==> config.mk <==
export PLATFORM = sky130hd
export DESIGN_NAME = uara_uart_avg_rate_async
export DESIGN_NICKNAME = d
export VERILOG_FILES = /design/src/verilog/uara_pkg.sv /design/src/verilog/uara_uart_avg_rate_async.sv
export SDC_FILE = /design/constraint.sdc
export NUM_CORES = 1
export LEC_CHECK = 0
export BUFFER_PORTS_ARGS = -buffer_cell sky130_fd_sc_hd__clkbuf_2
export CAP_MARGIN = 10
export CORE_ASPECT_RATIO = 0.75
export CORE_UTILIZATION = 30
export DETAILED_ROUTE_END_ITERATION = 12
export SYNTH_ARGS = -nofsm -noshare
export SYNTH_HDL_FRONTEND = slang
export SYNTH_SLANG_ARGS = --single-unit
==> constraint.sdc <==
create_clock -name clock -period 8.19 [get_ports clock]
set_clock_uncertainty 0.05 [all_clocks]
set_input_delay 0 -clock clock [delete_from_list [all_inputs] [get_ports clock]]
set_output_delay 0 -clock clock [all_outputs]
set_load 0.03 [all_outputs]
==> src/verilog/uara_pkg.sv <==
// Constants, register map and clock-source table of the async serial channel.
// Assumes a 32-bit AXI4-Lite bus; printed offsets are word indices.
package uara_pkg;

   ////////////////////////////////////////////////////////////////////////////
   // Register word indices; byte address is four times the index
   localparam logic [23:0] IDX_HALT = 24'h0FFDCC;
   localparam logic [23:0] IDX_FRAME = 24'hFFF600;
   localparam logic [23:0] IDX_CTRL = 24'hFFF602;
   localparam logic [23:0] IDX_TXHOLD = 24'hFFF603;
   localparam logic [23:0] IDX_FLAG = 24'hFFF604;
   localparam logic [23:0] IDX_RXHOLD = 24'hFFF605;
   localparam logic [23:0] IDX_CARD = 24'hFFF606;
   localparam logic [23:0] IDX_EXTCLK = 24'hFFF608;
   localparam logic [23:0] IDX_BAUDDIV = 24'hFFF60A;

   ////////////////////////////////////////////////////////////////////////////
   // Field positions
   localparam int HALT_BIT = 15;
   localparam int MODE_SYNC_BIT = 7;
   localparam int CHAR_LEN_BIT = 6;
   localparam int PARITY_ON_BIT = 5;
   localparam int STOP_LEN_BIT = 3;
   localparam int TX_EN_BIT = 5;
   localparam int RX_ON_BIT = 4;
   localparam int CLK_SRC_HI_BIT = 1;
   localparam int TX_HOLDING_EMPTY_BIT = 7;
   localparam int RX_HOLDING_FULL_BIT = 6;
   localparam int OVERRUN_FLAG_BIT = 5;
   localparam int FER_BIT = 4;
   localparam int PER_BIT = 3;
   localparam int TX_DONE_FLAG_BIT = 2;
   localparam int SMARTCARD_BIT = 0;
   localparam int BASE_DIV_BIT = 4;
   localparam int ACS_MSB = 3;

   ////////////////////////////////////////////////////////////////////////////
   // Reset values
   localparam logic [15:0] HALT_RST = 16'h8000;
   localparam logic [7:0] REG8_RST = 8'h00;
   localparam logic [7:0] BAUDDIV_RST = 8'h00;

   ////////////////////////////////////////////////////////////////////////////
   // Bus answers, oversampling and clock-source codes
   localparam logic [1:0] RESP_OKAY = 2'h0;
   localparam logic [1:0] RESP_SLVERR = 2'h2;
   localparam logic [4:0] OVS16 = 5'h10;
   localparam logic [4:0] OVS8 = 5'h08;
   localparam logic [3:0] BITS8 = 4'h8;
   localparam logic [3:0] BITS7 = 4'h7;
   localparam logic [3:0] ACS_NONE = 4'h0;
   localparam logic [3:0] ACS_TMR = 4'h4;
   localparam logic [3:0] ACS_921K = 4'h3;
   localparam logic [6:0] KEEP_921K = 7'h2F;
   localparam logic [6:0] PERIOD_921K = 7'h33;
   localparam logic [6:0] KEEP_ALL = 7'h01;

   function automatic logic [31:0] regAddr(input logic [23:0] idx);
      regAddr = {6'h00, idx, 2'h0};
   endfunction : regAddr

   // Average-rate code in use
   function automatic logic avgUsed(input logic [3:0] code);
      avgUsed = (code != ACS_NONE) && (code != ACS_TMR) && (code <= 4'hC);
   endfunction : avgUsed

   // Codes that give one bit per 8 base periods
   function automatic logic avgEighth(input logic [3:0] code);
      avgEighth = (code == 4'h2) || (code == 4'h3) || (code == 4'h7) ||
                  (code == 4'hA) || (code == 4'hB);
   endfunction : avgEighth

   // Kept halved-clock cycles and window per code
   function automatic logic [6:0] avgKeep(input logic [3:0] code);
      avgKeep = (code == ACS_921K) ? KEEP_921K : KEEP_ALL;
   endfunction : avgKeep

   function automatic logic [6:0] avgPeriod(input logic [3:0] code);
      avgPeriod = (code == ACS_921K) ? PERIOD_921K : KEEP_ALL;
   endfunction : avgPeriod

endpackage : uara_pkg

==> src/verilog/uara_uart_avg_rate_async.sv <==
// Async serial channel with average-rate clock source and AXI4-Lite registers.
// Assumes one clock; rxd, tmrBaseTick and DMA strobes are synchronous to it.
`timescale 1ns/100ps

// Contract
// Halt bit 15 set stops the serial unit; cleared lets it run.
// Frame bit 7 selects asynchronous (0) or clock-synchronous (1) operation; at 1 the unit stops instead.
// Frame bit 6 gives 8 data bits at 0, 7 data bits at 1.
// Frame bit 5 adds a parity bit when 1, omits it when 0.
// Frame bit 3 gives one or two stop bits; receiver checks only the first.
// Control bits 5 and 4 switch transmit and receive on or off.
// Clock source 00 uses internal generator; upper bit 1 uses timer or average generator.
// Holding-empty flag sets when transmit disabled or byte moves to shifter.
// Holding-empty clears by 0 write after reading 1, or DMA write.
// Holding-full flag sets on good reception; clears by 0 write or DMA read.
// Clearing receive enable leaves holding-full flag unchanged.
// Reception while holding-full is 1 sets overrun and drops the character.
// Framing and parity flags set on error; clear by 0 write after reading 1.
// Status flags accept only 0 writes; writing 1 never sets them.
// Transmit-end is 1 when transmit off, or last bit sent with holding empty.
// Transmit holding register is read-write; receive holding register read-only.
// Card-mode bit 0 selects normal operation at 0, smart-card at 1; at 1 the unit stops instead.
// Base-clock select bit 4 gives 16 base periods per bit at 0, 8 at 1.
// Source code 0000 leaves average generator unused; 0100 takes timer compare ticks.
// Listed codes give 16 or 8 average-rate base periods per bit.
// Code 0011 at 16 MHz yields 921.569 kbps average rate.
// With an average-rate code, base-clock select bit is ignored.
// Source code acts only in async mode with upper clock source bit 1.
// Code 0011 halves the clock and keeps 47 of every 51 cycles.
// A bit spans eight base-clock cycles, 8 or 9 halved cycles.
// Frames: low start, data LSB first, high stop bits, line idles high.
module uara_uart_avg_rate_async (
   input wire logic clock,
   input wire logic rst_b,
   input wire logic clkEn,
   input wire logic [31:0] s_axi_awaddr,
   input wire logic [2:0] s_axi_awprot,
   input wire logic s_axi_awvalid,
   output logic s_axi_awready,
   input wire logic [31:0] s_axi_wdata,
   input wire logic [3:0] s_axi_wstrb,
   input wire logic s_axi_wvalid,
   output logic s_axi_wready,
   output logic [1:0] s_axi_bresp,
   output logic s_axi_bvalid,
   input wire logic s_axi_bready,
   input wire logic [31:0] s_axi_araddr,
   input wire logic [2:0] s_axi_arprot,
   input wire logic s_axi_arvalid,
   output logic s_axi_arready,
   output logic [31:0] s_axi_rdata,
   output logic [1:0] s_axi_rresp,
   output logic s_axi_rvalid,
   input wire logic s_axi_rready,
   input wire logic rxd,
   output logic txd,
   input wire logic tmrBaseTick,
   output logic txEmptyIrq,
   output logic rxFullIrq,
   input wire logic dmaTxWrite,
   input wire logic [7:0] dmaTxData,
   input wire logic dmaRxRead,
   output logic [7:0] rxData
);
   import uara_pkg::*;

   typedef enum logic [2:0] {TX_IDLE, TX_START, TX_DATA, TX_PAR, TX_STOP} uara_tx_e;
   typedef enum logic [2:0] {RX_IDLE, RX_START, RX_DATA, RX_PAR, RX_STOP} uara_rx_e;

   logic [1:0] rstSync;
   logic rstN;
   logic awHeld, wHeld, arHeld, next_awHeld, next_wHeld, next_arHeld;
   logic [31:0] awAddrQ, wDataQ, arAddrQ, readWord;
   logic [3:0] wStrbQ;
   logic doWrite, doRead, readHit;
   logic [15:0] haltReg;
   logic [7:0] frameReg, ctrlReg, txHold, rxHold, cardReg, extClkReg, baudDiv;
   logic [7:0] flagSeen, flagWr, flagRead;
   logic tx_holding_empty, rx_holding_full, overrun_flag, framing_flag, parity_fault_flag, tx_done_flag, flagClrTx;
   logic run, te, re, useAvg, baseTick, divTick, avgTick, halfPhase;
   logic [7:0] divCnt;
   logic [6:0] avgAcc, avgSum;
   logic [4:0] tpb;
   logic [3:0] dataBits;
   uara_tx_e txState;
   uara_rx_e rxState;
   logic [4:0] txTicks, rxTicks;
   logic [3:0] txIdx, rxIdx;
   logic [7:0] txShift, rxShift;
   logic txPar, txStop2nd, txLoad, txBitEnd, txLastBit;
   logic rxPar, rxBitEnd, rxDone, rxStopBad, rxParBad;
   logic [7:0] rxWord;

   ////////////////////////////////////////////////////////////////////////////
   // Reset release
   always_ff @(posedge clock or negedge rst_b) begin
      if (!rst_b) begin
         rstSync <= 2'h0;
      end else begin
         rstSync <= {rstSync[0], 1'b1};
      end
   end
   assign rstN = rstSync[1];

   ////////////////////////////////////////////////////////////////////////////
   // AXI4-Lite handshakes
   assign doWrite = awHeld && wHeld && !s_axi_bvalid;
   assign doRead = arHeld && !s_axi_rvalid;
   assign next_awHeld = doWrite ? 1'b0 : (awHeld || (s_axi_awvalid && s_axi_awready));
   assign next_wHeld = doWrite ? 1'b0 : (wHeld || (s_axi_wvalid && s_axi_wready));
   assign next_arHeld = doRead ? 1'b0 : (arHeld || (s_axi_arvalid && s_axi_arready));

   always_ff @(posedge clock or negedge rstN) begin
      if (!rstN) begin
         {awHeld, wHeld, arHeld} <= 3'h0;
         {s_axi_awready, s_axi_wready, s_axi_arready} <= 3'h0;
         {s_axi_bvalid, s_axi_rvalid} <= 2'h0;
         s_axi_bresp <= RESP_OKAY;
         s_axi_rresp <= RESP_OKAY;
         s_axi_rdata <= 32'h00000000;
         awAddrQ <= 32'h00000000;
         wDataQ <= 32'h00000000;
         arAddrQ <= 32'h00000000;
         wStrbQ <= 4'h0;
      end else if (clkEn) begin
         awHeld <= next_awHeld;
         wHeld <= next_wHeld;
         arHeld <= next_arHeld;
         s_axi_awready <= !next_awHeld;
         s_axi_wready <= !next_wHeld;
         s_axi_arready <= !next_arHeld;
         if (s_axi_awvalid && s_axi_awready) begin
            awAddrQ <= s_axi_awaddr;
         end
         if (s_axi_wvalid && s_axi_wready) begin
            wDataQ <= s_axi_wdata;
            wStrbQ <= s_axi_wstrb;
         end
         if (s_axi_arvalid && s_axi_arready) begin
            arAddrQ <= s_axi_araddr;
         end
         if (doWrite) begin
            s_axi_bvalid <= 1'b1;
            s_axi_bresp <= (awAddrQ == regAddr(IDX_HALT) || awAddrQ == regAddr(IDX_FRAME) ||
               awAddrQ == regAddr(IDX_CTRL) || awAddrQ == regAddr(IDX_TXHOLD) ||
               awAddrQ == regAddr(IDX_FLAG) || awAddrQ == regAddr(IDX_RXHOLD) ||
               awAddrQ == regAddr(IDX_CARD) || awAddrQ == regAddr(IDX_EXTCLK) ||
               awAddrQ == regAddr(IDX_BAUDDIV)) ? RESP_OKAY : RESP_SLVERR;
         end else if (s_axi_bready) begin
            s_axi_bvalid <= 1'b0;
         end
         if (doRead) begin
            s_axi_rvalid <= 1'b1;
            s_axi_rdata <= readWord;
            s_axi_rresp <= readHit ? RESP_OKAY : RESP_SLVERR;
         end else if (s_axi_rready) begin
            s_axi_rvalid <= 1'b0;
         end
      end
   end

   ////////////////////////////////////////////////////////////////////////////
   // Read decode
   assign flagRead = {tx_holding_empty, rx_holding_full, overrun_flag, framing_flag, parity_fault_flag, tx_done_flag, 2'h0};

   always_comb begin
      readHit = 1'b1;
      readWord = 32'h00000000;
      if (arAddrQ == regAddr(IDX_HALT)) begin
         readWord = {16'h0000, haltReg};
      end else if (arAddrQ == regAddr(IDX_FRAME)) begin
         readWord = {24'h000000, frameReg};
      end else if (arAddrQ == regAddr(IDX_CTRL)) begin
         readWord = {24'h000000, ctrlReg};
      end else if (arAddrQ == regAddr(IDX_TXHOLD)) begin
         readWord = {24'h000000, txHold};
      end else if (arAddrQ == regAddr(IDX_FLAG)) begin
         readWord = {24'h000000, flagRead};
      end else if (arAddrQ == regAddr(IDX_RXHOLD)) begin
         readWord = {24'h000000, rxHold};
      end else if (arAddrQ == regAddr(IDX_CARD)) begin
         readWord = {24'h000000, cardReg};
      end else if (arAddrQ == regAddr(IDX_EXTCLK)) begin
         readWord = {24'h000000, extClkReg};
      end else if (arAddrQ == regAddr(IDX_BAUDDIV)) begin
         readWord = {24'h000000, baudDiv};
      end else begin
         readHit = 1'b0;
      end
   end

   ////////////////////////////////////////////////////////////////////////////
   // Control registers
   always_ff @(posedge clock or negedge rstN) begin
      if (!rstN) begin
         haltReg <= HALT_RST;
         {frameReg, ctrlReg, cardReg, extClkReg, txHold} <= {5{REG8_RST}};
         baudDiv <= BAUDDIV_RST;
      end else if (clkEn) begin
         if (doWrite && wStrbQ[0]) begin
            if (awAddrQ == regAddr(IDX_HALT)) haltReg[7:0] <= wDataQ[7:0];
            if (awAddrQ == regAddr(IDX_FRAME)) frameReg <= wDataQ[7:0];
            if (awAddrQ == regAddr(IDX_CTRL)) ctrlReg <= wDataQ[7:0];
            if (awAddrQ == regAddr(IDX_CARD)) cardReg <= wDataQ[7:0];
            if (awAddrQ == regAddr(IDX_EXTCLK)) extClkReg <= wDataQ[7:0];
            if (awAddrQ == regAddr(IDX_BAUDDIV)) baudDiv <= wDataQ[7:0];
         end
         if (doWrite && wStrbQ[1] && awAddrQ == regAddr(IDX_HALT)) begin
            haltReg[15:8] <= wDataQ[15:8];
         end
         if (dmaTxWrite) begin
            txHold <= dmaTxData;
         end else if (doWrite && wStrbQ[0] && awAddrQ == regAddr(IDX_TXHOLD)) begin
            txHold <= wDataQ[7:0];
         end
      end
   end

   assign run = !haltReg[HALT_BIT] && !frameReg[MODE_SYNC_BIT] && !cardReg[SMARTCARD_BIT];
   assign te = ctrlReg[TX_EN_BIT];
   assign re = ctrlReg[RX_ON_BIT];
   assign dataBits = frameReg[CHAR_LEN_BIT] ? BITS7 : BITS8;

   ////////////////////////////////////////////////////////////////////////////
   // Status flags
   assign flagWr = (doWrite && wStrbQ[0] && awAddrQ == regAddr(IDX_FLAG)) ?
                   (~wDataQ[7:0] & flagSeen) : 8'h00;
   assign flagClrTx = flagWr[TX_HOLDING_EMPTY_BIT] || dmaTxWrite;

   always_ff @(posedge clock or negedge rstN) begin
      if (!rstN) begin
         flagSeen <= 8'h00;
      end else if (clkEn) begin
         if (doRead && arAddrQ == regAddr(IDX_FLAG)) begin
            flagSeen <= flagRead;
         end else if (doWrite && awAddrQ == regAddr(IDX_FLAG)) begin
            flagSeen <= 8'h00;
         end
      end
   end

   always_ff @(posedge clock or negedge rstN) begin
      if (!rstN) begin
         {tx_holding_empty, tx_done_flag} <= 2'h3;
         {rx_holding_full, overrun_flag, framing_flag, parity_fault_flag} <= 4'h0;
         rxHold <= REG8_RST;
      end else if (clkEn) begin
         if (!te || txLoad) tx_holding_empty <= 1'b1;
         else if (flagClrTx) tx_holding_empty <= 1'b0;
         if (!te || (txLastBit && tx_holding_empty)) tx_done_flag <= 1'b1;
         else if (flagClrTx) tx_done_flag <= 1'b0;
         if (rxDone && !rx_holding_full && !rxStopBad && !rxParBad) begin
            rx_holding_full <= 1'b1;
            rxHold <= rxWord;
         end else if (flagWr[RX_HOLDING_FULL_BIT] || dmaRxRead) begin
            rx_holding_full <= 1'b0;
         end
         if (rxDone && rx_holding_full) overrun_flag <= 1'b1;
         else if (flagWr[OVERRUN_FLAG_BIT]) overrun_flag <= 1'b0;
         if (rxDone && rxStopBad) framing_flag <= 1'b1;
         else if (flagWr[FER_BIT]) framing_flag <= 1'b0;
         if (rxDone && rxParBad) parity_fault_flag <= 1'b1;
         else if (flagWr[PER_BIT]) parity_fault_flag <= 1'b0;
      end
   end

   always_ff @(posedge clock or negedge rstN) begin
      if (!rstN) begin
         {txEmptyIrq, rxFullIrq} <= 2'h0;
         rxData <= REG8_RST;
      end else if (clkEn) begin
         txEmptyIrq <= te && tx_holding_empty;
         rxFullIrq <= re && rx_holding_full;
         rxData <= rxHold;
      end
   end

   ////////////////////////////////////////////////////////////////////////////
   // Base clock sources
   assign useAvg = !frameReg[MODE_SYNC_BIT] && ctrlReg[CLK_SRC_HI_BIT] &&
                   avgUsed(extClkReg[ACS_MSB:0]);
   assign avgSum = avgAcc + avgKeep(extClkReg[ACS_MSB:0]);
   assign avgTick = halfPhase && (avgSum >= avgPeriod(extClkReg[ACS_MSB:0]));
   assign baseTick = useAvg ? avgTick :
                     ctrlReg[CLK_SRC_HI_BIT] ? tmrBaseTick : divTick;
   assign tpb = useAvg ? (avgEighth(extClkReg[ACS_MSB:0]) ? OVS8 : OVS16) :
                (extClkReg[BASE_DIV_BIT] ? OVS8 : OVS16);
   assign divTick = (divCnt == 8'h00);

   always_ff @(posedge clock or negedge rstN) begin
      if (!rstN) begin
         divCnt <= BAUDDIV_RST;
         halfPhase <= 1'b0;
         avgAcc <= 7'h00;
      end else if (clkEn && run) begin
         divCnt <= divTick ? baudDiv : divCnt - 8'h01;
         halfPhase <= !halfPhase;
         if (halfPhase) begin
            avgAcc <= avgTick ? 7'(avgSum - avgPeriod(extClkReg[ACS_MSB:0])) : avgSum;
         end
      end
   end

   ////////////////////////////////////////////////////////////////////////////
   // Transmitter
   assign txLoad = run && te && !tx_holding_empty && txState == TX_IDLE;
   assign txBitEnd = baseTick && txTicks == tpb - 5'h01;

   always_ff @(posedge clock or negedge rstN) begin
      if (!rstN) begin
         txState <= TX_IDLE;
         txd <= 1'b1;
         {txTicks, txIdx, txShift} <= 17'h00000;
         {txPar, txStop2nd, txLastBit} <= 3'h0;
      end else if (clkEn) begin
         txLastBit <= 1'b0;
         if (!te) begin
            txState <= TX_IDLE;
            txd <= 1'b1;
         end else if (run) begin
            if (baseTick) txTicks <= txBitEnd ? 5'h00 : txTicks + 5'h01;
            unique case (txState)
               TX_IDLE: if (txLoad) begin
                  txShift <= txHold;
                  txPar <= ^(frameReg[CHAR_LEN_BIT] ? {1'b0, txHold[6:0]} : txHold);
                  txd <= 1'b0;
                  txTicks <= 5'h00;
                  txState <= TX_START;
               end
               TX_START: if (txBitEnd) begin
                  txd <= txShift[0];
                  txShift <= {1'b0, txShift[7:1]};
                  txIdx <= 4'h1;
                  txState <= TX_DATA;
               end
               TX_DATA: if (txBitEnd) begin
                  if (txIdx == dataBits) begin
                     txd <= frameReg[PARITY_ON_BIT] ? txPar : 1'b1;
                     txStop2nd <= 1'b0;
                     txState <= frameReg[PARITY_ON_BIT] ? TX_PAR : TX_STOP;
                  end else begin
                     txd <= txShift[0];
                     txShift <= {1'b0, txShift[7:1]};
                     txIdx <= txIdx + 4'h1;
                  end
               end
               TX_PAR: if (txBitEnd) begin
                  txd <= 1'b1;
                  txStop2nd <= 1'b0;
                  txState <= TX_STOP;
               end
               TX_STOP: if (txBitEnd) begin
                  if (frameReg[STOP_LEN_BIT] && !txStop2nd) begin
                     txStop2nd <= 1'b1;
                  end else begin
                     txLastBit <= 1'b1;
                     txState <= TX_IDLE;
                  end
               end
            endcase
         end
      end
   end

   ////////////////////////////////////////////////////////////////////////////
   // Receiver
   assign rxBitEnd = baseTick && rxTicks == tpb - 5'h01;

   always_ff @(posedge clock or negedge rstN) begin
      if (!rstN) begin
         rxState <= RX_IDLE;
         {rxTicks, rxIdx, rxShift, rxWord} <= 25'h0000000;
         {rxPar, rxDone, rxStopBad, rxParBad} <= 4'h0;
      end else if (clkEn) begin
         rxDone <= 1'b0;
         if (!re) begin
            rxState <= RX_IDLE;
         end else if (run) begin
            if (baseTick) rxTicks <= rxBitEnd ? 5'h00 : rxTicks + 5'h01;
            unique case (rxState)
               RX_IDLE: if (baseTick && !rxd) begin
                  rxTicks <= 5'h00;
                  rxState <= RX_START;
               end
               RX_START: if (baseTick && rxTicks == (tpb >> 1) - 5'h01) begin
                  rxTicks <= 5'h00;
                  rxIdx <= 4'h0;
                  rxPar <= 1'b0;
                  rxState <= rxd ? RX_IDLE : RX_DATA;
               end
               RX_DATA: if (rxBitEnd) begin
                  rxShift <= {rxd, rxShift[7:1]};
                  rxPar <= rxPar ^ rxd;
                  rxIdx <= rxIdx + 4'h1;
                  if (rxIdx == dataBits - 4'h1) begin
                     rxState <= frameReg[PARITY_ON_BIT] ? RX_PAR : RX_STOP;
                  end
               end
               RX_PAR: if (rxBitEnd) begin
                  rxParBad <= rxPar ^ rxd;
                  rxState <= RX_STOP;
               end
               RX_STOP: if (rxBitEnd) begin
                  rxStopBad <= !rxd;
                  rxWord <= frameReg[CHAR_LEN_BIT] ? {1'b0, rxShift[7:1]} : rxShift;
                  rxDone <= 1'b1;
                  rxState <= RX_IDLE;
               end
            endcase
            if (rxState == RX_START) rxParBad <= 1'b0;
         end
      end
   end

endmodule : uara_uart_avg_rate_async

; Word level (Yosys, flattened, before mapping)
; Index checks and enable logic that the tools add are counted.
; Widths: inputs -> output; s select.
[classes]
reduce_logical = 131
add_sub_neg = 10
muxes = 126
bitwise_logic = 3
magnitude_cmp = 2
eq_ne = 63
[ops]
columns = operator, count
row1 = $eq 32x26->1 const B, 16
row2 = $mux 8, 20
row3 = $eq 32x22->1 const B, 2
row4 = $mux 1, 55
row5 = $mux 5, 11
row6 = $mux 3, 18
row7 = $ne 3x3->1 const B, 13
row8 = $logic_and 1x1->1, 38
row9 = $reduce_and 2->1, 18
row10 = $pmux 3 s5, 2
row11 = $reduce_bool 2->1, 14
row12 = $mux 4, 6
row13 = $pmux 8 s3, 1
row14 = $reduce_and 3->1, 8
row15 = $ne 2x2->1 const B, 10
row16 = $reduce_and 5->1, 4
row17 = $logic_or 1x1->1, 19
row18 = $reduce_and 9->1, 2
row19 = $logic_not 1->1, 16
row20 = $mux 16, 1
row21 = $pmux 4 s2, 2
row22 = $reduce_and 8->1, 2
row23 = $eq 5x5->1, 3
row24 = $reduce_and 7->1, 2
row25 = other kinds (36), 52
[totals]
regBits = 296
word_cells = 390
inputBits = 126

; Logic depth before layout (Yosys ltp)
[depth]
word_depth = 14
ltp_mapped = 16

; Worst setup path after synthesis
; Ideal clock, no wire load.
[synth_timing]
kind = register to register
from = register extClkReg[3]
to = register txState[2]
arrival_ps = 3621
required_time_ps = 8015
synth_period_minus_slack_ps = 3796
setup_ps = 125
path_buffers = 3
slack_ps = 4394
stages_incl_launch_ff = 16
cell_sequence = dfrtp_1 -> and4bb_1 -> buf_6 -> buf_2 -> xnor2_1 -> ha_1 -> clkbuf_1 -> nand2_1 -> a211o_1 -> a21oi_1 -> a31oi_1 -> or4_4 -> nand2_4 -> nor2_4 -> o311a_1 -> mux2_4
[synth_via]
elab_chain_cells = 12
[synth_lines]
columns = item, line
row1 = start: declaration, uara_uart_avg_rate_async.sv:77  ; logic [7:0] frameReg, ctrlReg, txHold, rxHold, cardReg, extClkReg, baudDiv;
row2 = start signal: assignment, uara_uart_avg_rate_async.sv:197  ; {frameReg, ctrlReg, cardReg, extClkReg, txHold} <= {5{REG8_RST}};
row3 = start signal: assignment, uara_uart_avg_rate_async.sv:205  ; if (awAddrQ == regAddr(IDX_EXTCLK)) extClkReg <= wDataQ[7:0];
row4 = branches (longest 9 deep; another with $add 7x6->7), n/a
row5 = $logic_and 1x1->1 *, uara_uart_avg_rate_async.sv:307  ; assign txBitEnd = baseTick && txTicks == tpb - 5'h01;
row6 = $ne 3x3->1 (no line), n/a
row7 = $reduce_and 9->1 (no line) *, n/a
row8 = end signal: assignment, uara_uart_avg_rate_async.sv:340  ; txState <= frameReg[PARITY_ON_BIT] ? TX_PAR : TX_STOP;
row9 = end: declaration, uara_uart_avg_rate_async.sv:85  ; uara_tx_e txState;
; Every way passes the cells marked *.
; A chain may end at the register's enable or synchronous reset.

; Final worst setup path
[layout_timing]
from = register extClkReg[3]
to = register rxStopBad
[layout_via]
elab_chain_cells = 11
[layout_lines]
columns = item, line
row1 = branches (longest 9 deep; another with $add 7x6->7), n/a
row2 = $logic_and 1x1->1 *, uara_uart_avg_rate_async.sv:367  ; assign rxBitEnd = baseTick && rxTicks == tpb - 5'h01;
row3 = $reduce_and 5->1 (no line) *, n/a
row4 = end signal: assignment, uara_uart_avg_rate_async.sv:404  ; rxStopBad <= !rxd;
row5 = end: declaration, uara_uart_avg_rate_async.sv:91  ; logic rxPar, rxBitEnd, rxDone, rxStopBad, rxParBad;
; Marks and branches as above.

==> flow_summary.yaml <==
worst_setup_path:
  startpoint_type: "flop"
  worst-path-max-fanout: 18
  max_stage_delay_ps: 950
  rr_startpoint: "extClkReg[3]$_DFFE_PN0P_"
  critPathLaunch: "extClkReg[3]$_DFFE_PN0P_"
  critPathSlowestCell: "nor3_2"
  cp.arrival_ps: 5380
  end_kind: "flop"
  r2r_cells: 13
  rrSetupSlack_ps: 3240
  critPathRequiredTime_ps: 8620
  path_cells: "and4bb_1 > inv_1 > nand2_1 > nor2_1 > a21oi_1 > xnor2_1 > ha_1 > o21ai_0 > a31oi_1 > or4_4 > nand3_2 > nor3_2 > mux2_2"
  reg2reg_to: "rxStopBad$_DFFE_PN0P_"
  crit_type: "flop to flop"
route:
  drc: 0
  vias_per_cell: 5.06
  drt-initial-drc-count: 757
  dr.pass1.iters: 7
  route.final.wire_length_um: 35300
  ant_nets: 0
  via_count: 10451
  wl_per_cell_um: 17.1
clocking:
  root_buffer: "clkbuf_16"
  numCtsBuffers: 30
  clock_latency_ps: 600
  cts_buffer_depth: 3
  cts_resized: 0
  cts_tree: "yes"
  cts_hold_buf: 116
  cts_setup_buffers: 0
  cts.reportedPaths.clkPinSlew_ps: 60
  h-tree-depth: 1
  cts.sinks: 275
floorplan:
  io_pins: 178
  die_height_um: 185
  die_w_um: 246
  rows: 66
  die_area_um2: 45500
  fp.coreArea_um2: 43700
  start_util_pct: 30.7
worst_hold_path:
  hold-path-cell-count: 3
  worstHoldPathType: "input pin to flop"
  holdPathEnd: "tx_holding_empty$_DFFE_PN1P_"
  hold_start: "dmaTxWrite"
placed_design:
  dp.cells: 1895
  port_buffers: 135
  hpwlAfterDp_um: 24300
  routabilityCongestion: 0.883
  placed_area_um2: 14600
  post-place-ws_ps: 3310
sta:
  fin_setup_tns_ps: 0
  min_period_ps: 4950
  slew_viol_final: 0
  post-route-period-util_pct: 60.4
  max_freq_mhz: 202
  rsz0062_at_grt: "no"
  setup_violations: 0
  relSlewSlack_pct: 26.5
  setup_ws_ps: 3240
  hold_viol_final: 0
  whs_ps: 56.5
  tightest_slew_ps: 1100
global_routing:
  grtUsageTotal_pct: 15.6
  grt_max_degree: 76
  antenna_found_initial: 0
  grt_overflow: 0
  grt_pass1_vias: 10175
  grt_pass1_wl_um: 56500
synth:
  synth_cells: 1232
  yosysTopAreaCellShare_pct: 50.6
  synthMuxAreaShare_pct: 17.5
  synth_xor_xnor_area_share_pct: 1.83
  yosys_most_used_dff: "dfrtp_1"
  synth_area_um2: 13400
  yosysWarnings: 0
  postSynthAreaPerCell_um2: 10.9
  yosys_register_bits: 275
  synth_common_cells: "271 x dfrtp_1, 179 x mux2_2, 102 x nand2_1"
  yosysTopAreaCell: "dfrtp_1"
  seq_area_frac_synth_pct: 51.4
  synth_compound_area_share_pct: 10.4
  async_flop_share_pct: 100
  synthSimpleGateAreaFrac_pct: 14.3
  synth_top_family_by_area: "multiplexers"
  yosys.area_share.adder_pct: 0.747
  yosysMostFrequentCell: "dfrtp_1"
  synth_edf_count: 0
  synth_cell_types: 77
  synth_area_leaders: "dfrtp_1 51%, mux2_2 15%, nand2_1 2.9%"
finish:
  fin_util_pct: 38.3
  synthToLayoutAreaGrowth_pct: 24.8
  nNetsFinal: 1599
  instances_no_fill: 2065
  design_area_um2: 16700
  antennaDiodeCount: 0
  drive_gt1_share_pct: 26.5
pwr:
  p_leak_nw: 7.45
  vdd_drop_max_v: 0.000178
  finalPower_mw: 4.38
  cellPowerDensity_nw_per_um2: 262
run_status:
  run_status: "finished clean"
job:
  drv_cap: 0
## worst max-delay path, delay by kind of cell (launching register included)
| family | cells | cell delay, ps |
|---|---|---|
| AOI/OAI and AO/OA | 3 | 710 |
| DFF | 1 | 440 |
| xor gates and xnor gates | 1 | 120 |
| buffers and inverters | 1 | 370 |
| muxes | 1 | 420 |
| adders and majority gates | 1 | 350 |
| and+or+nand+nor | 6 | 2390 |
## cells by family (layout without fill, tap and decap cells)
logic type | count (synthesis) | in the layout
buffers and inverters | 109 | 347
adders and majority gates | 8 | 8
DFF | 275 | 275
AOI/OAI and AO/OA | 219 | 219
muxes | 210 | 210
and+or+nand+nor | 381 | 381
other | 2 | 19
xor gates and xnor gates | 28 | 28
## routing by layer
metal,share of wire [%],vias up,GRT usage [%],wire [µm]
met5,0,-,0,0
met4,2.0,0,3.25,696
met3,6.7,53,3.45,2380
met2,45,326,24.2,15900
met1,46,5181,22.1,16400
li1,-,4891,-,-
## cell usage in the layout (no fill, tap or decap), types with 19 or more instances in the layout
cell type and n:
clkbuf_16 30, nand2_1 102, nand3_1 45, mux2i_1 28, dlygate4sd3_1 116, conb_1 19
a21oi_1 63, inv_1 32, nor2_1 93, mux2_2 179, dfrtp_1 270, o21ai_0 67
clkbuf_2 135, nor3_1 27, xnor2_1 23
## final cells by class
| class | count | area, µm² |
|---|---|---|
| Clock inverter | 9 | 126 |
| Multi-Input combinational cell | 865 | 6100 |
| Sequential cell | 275 | 6890 |
| Clock buffer | 45 | 857 |
| Inverter | 32 | 120 |
| Fill cell | 4209 | 27000 |
| Tap cell | 578 | 723 |
| Timing Repair Buffer | 261 | 1910 |
## sequential cells by signal (all words and copies together), names as in the netlist, 7 cells and up
name / cells
wDataQ: 16
txHold: 8
awAddrQ: 32
txShift: 8
cardReg: 8
frameReg: 8
divCnt: 8
s_axi_rdata: 16
extClkReg: 8
haltReg: 16
rxData: 8
arAddrQ: 32
rxWord: 8
rxShift: 8
ctrlReg: 8
baudDiv: 8
avgAcc: 7
rxHold: 8
## power breakdown
group	leakage, nW	internal (mW)	switching, mW
sequential	3.53	1.65	0.351
combinational	3.44	0.520	0.500
clock	0.477	0.786	0.569
total	7.45	2.95	1.42
## how the worst max path moves through the flow
stage,end,slack (ps),cells past startpoint
floorplan,arAddrQ[0]$_DFFE_PN0P_,3640,0
global placement,rxStopBad$_DFFE_PN0P_,3320,13
detailed placement,rxStopBad$_DFFE_PN0P_,3310,13
CTS,rxStopBad$_DFFE_PN0P_,3320,13
global route,rxStopBad$_DFFE_PN0P_,2820,13
finish,rxStopBad$_DFFE_PN0P_,3240,13
Power figures use the tool's default switching activity.
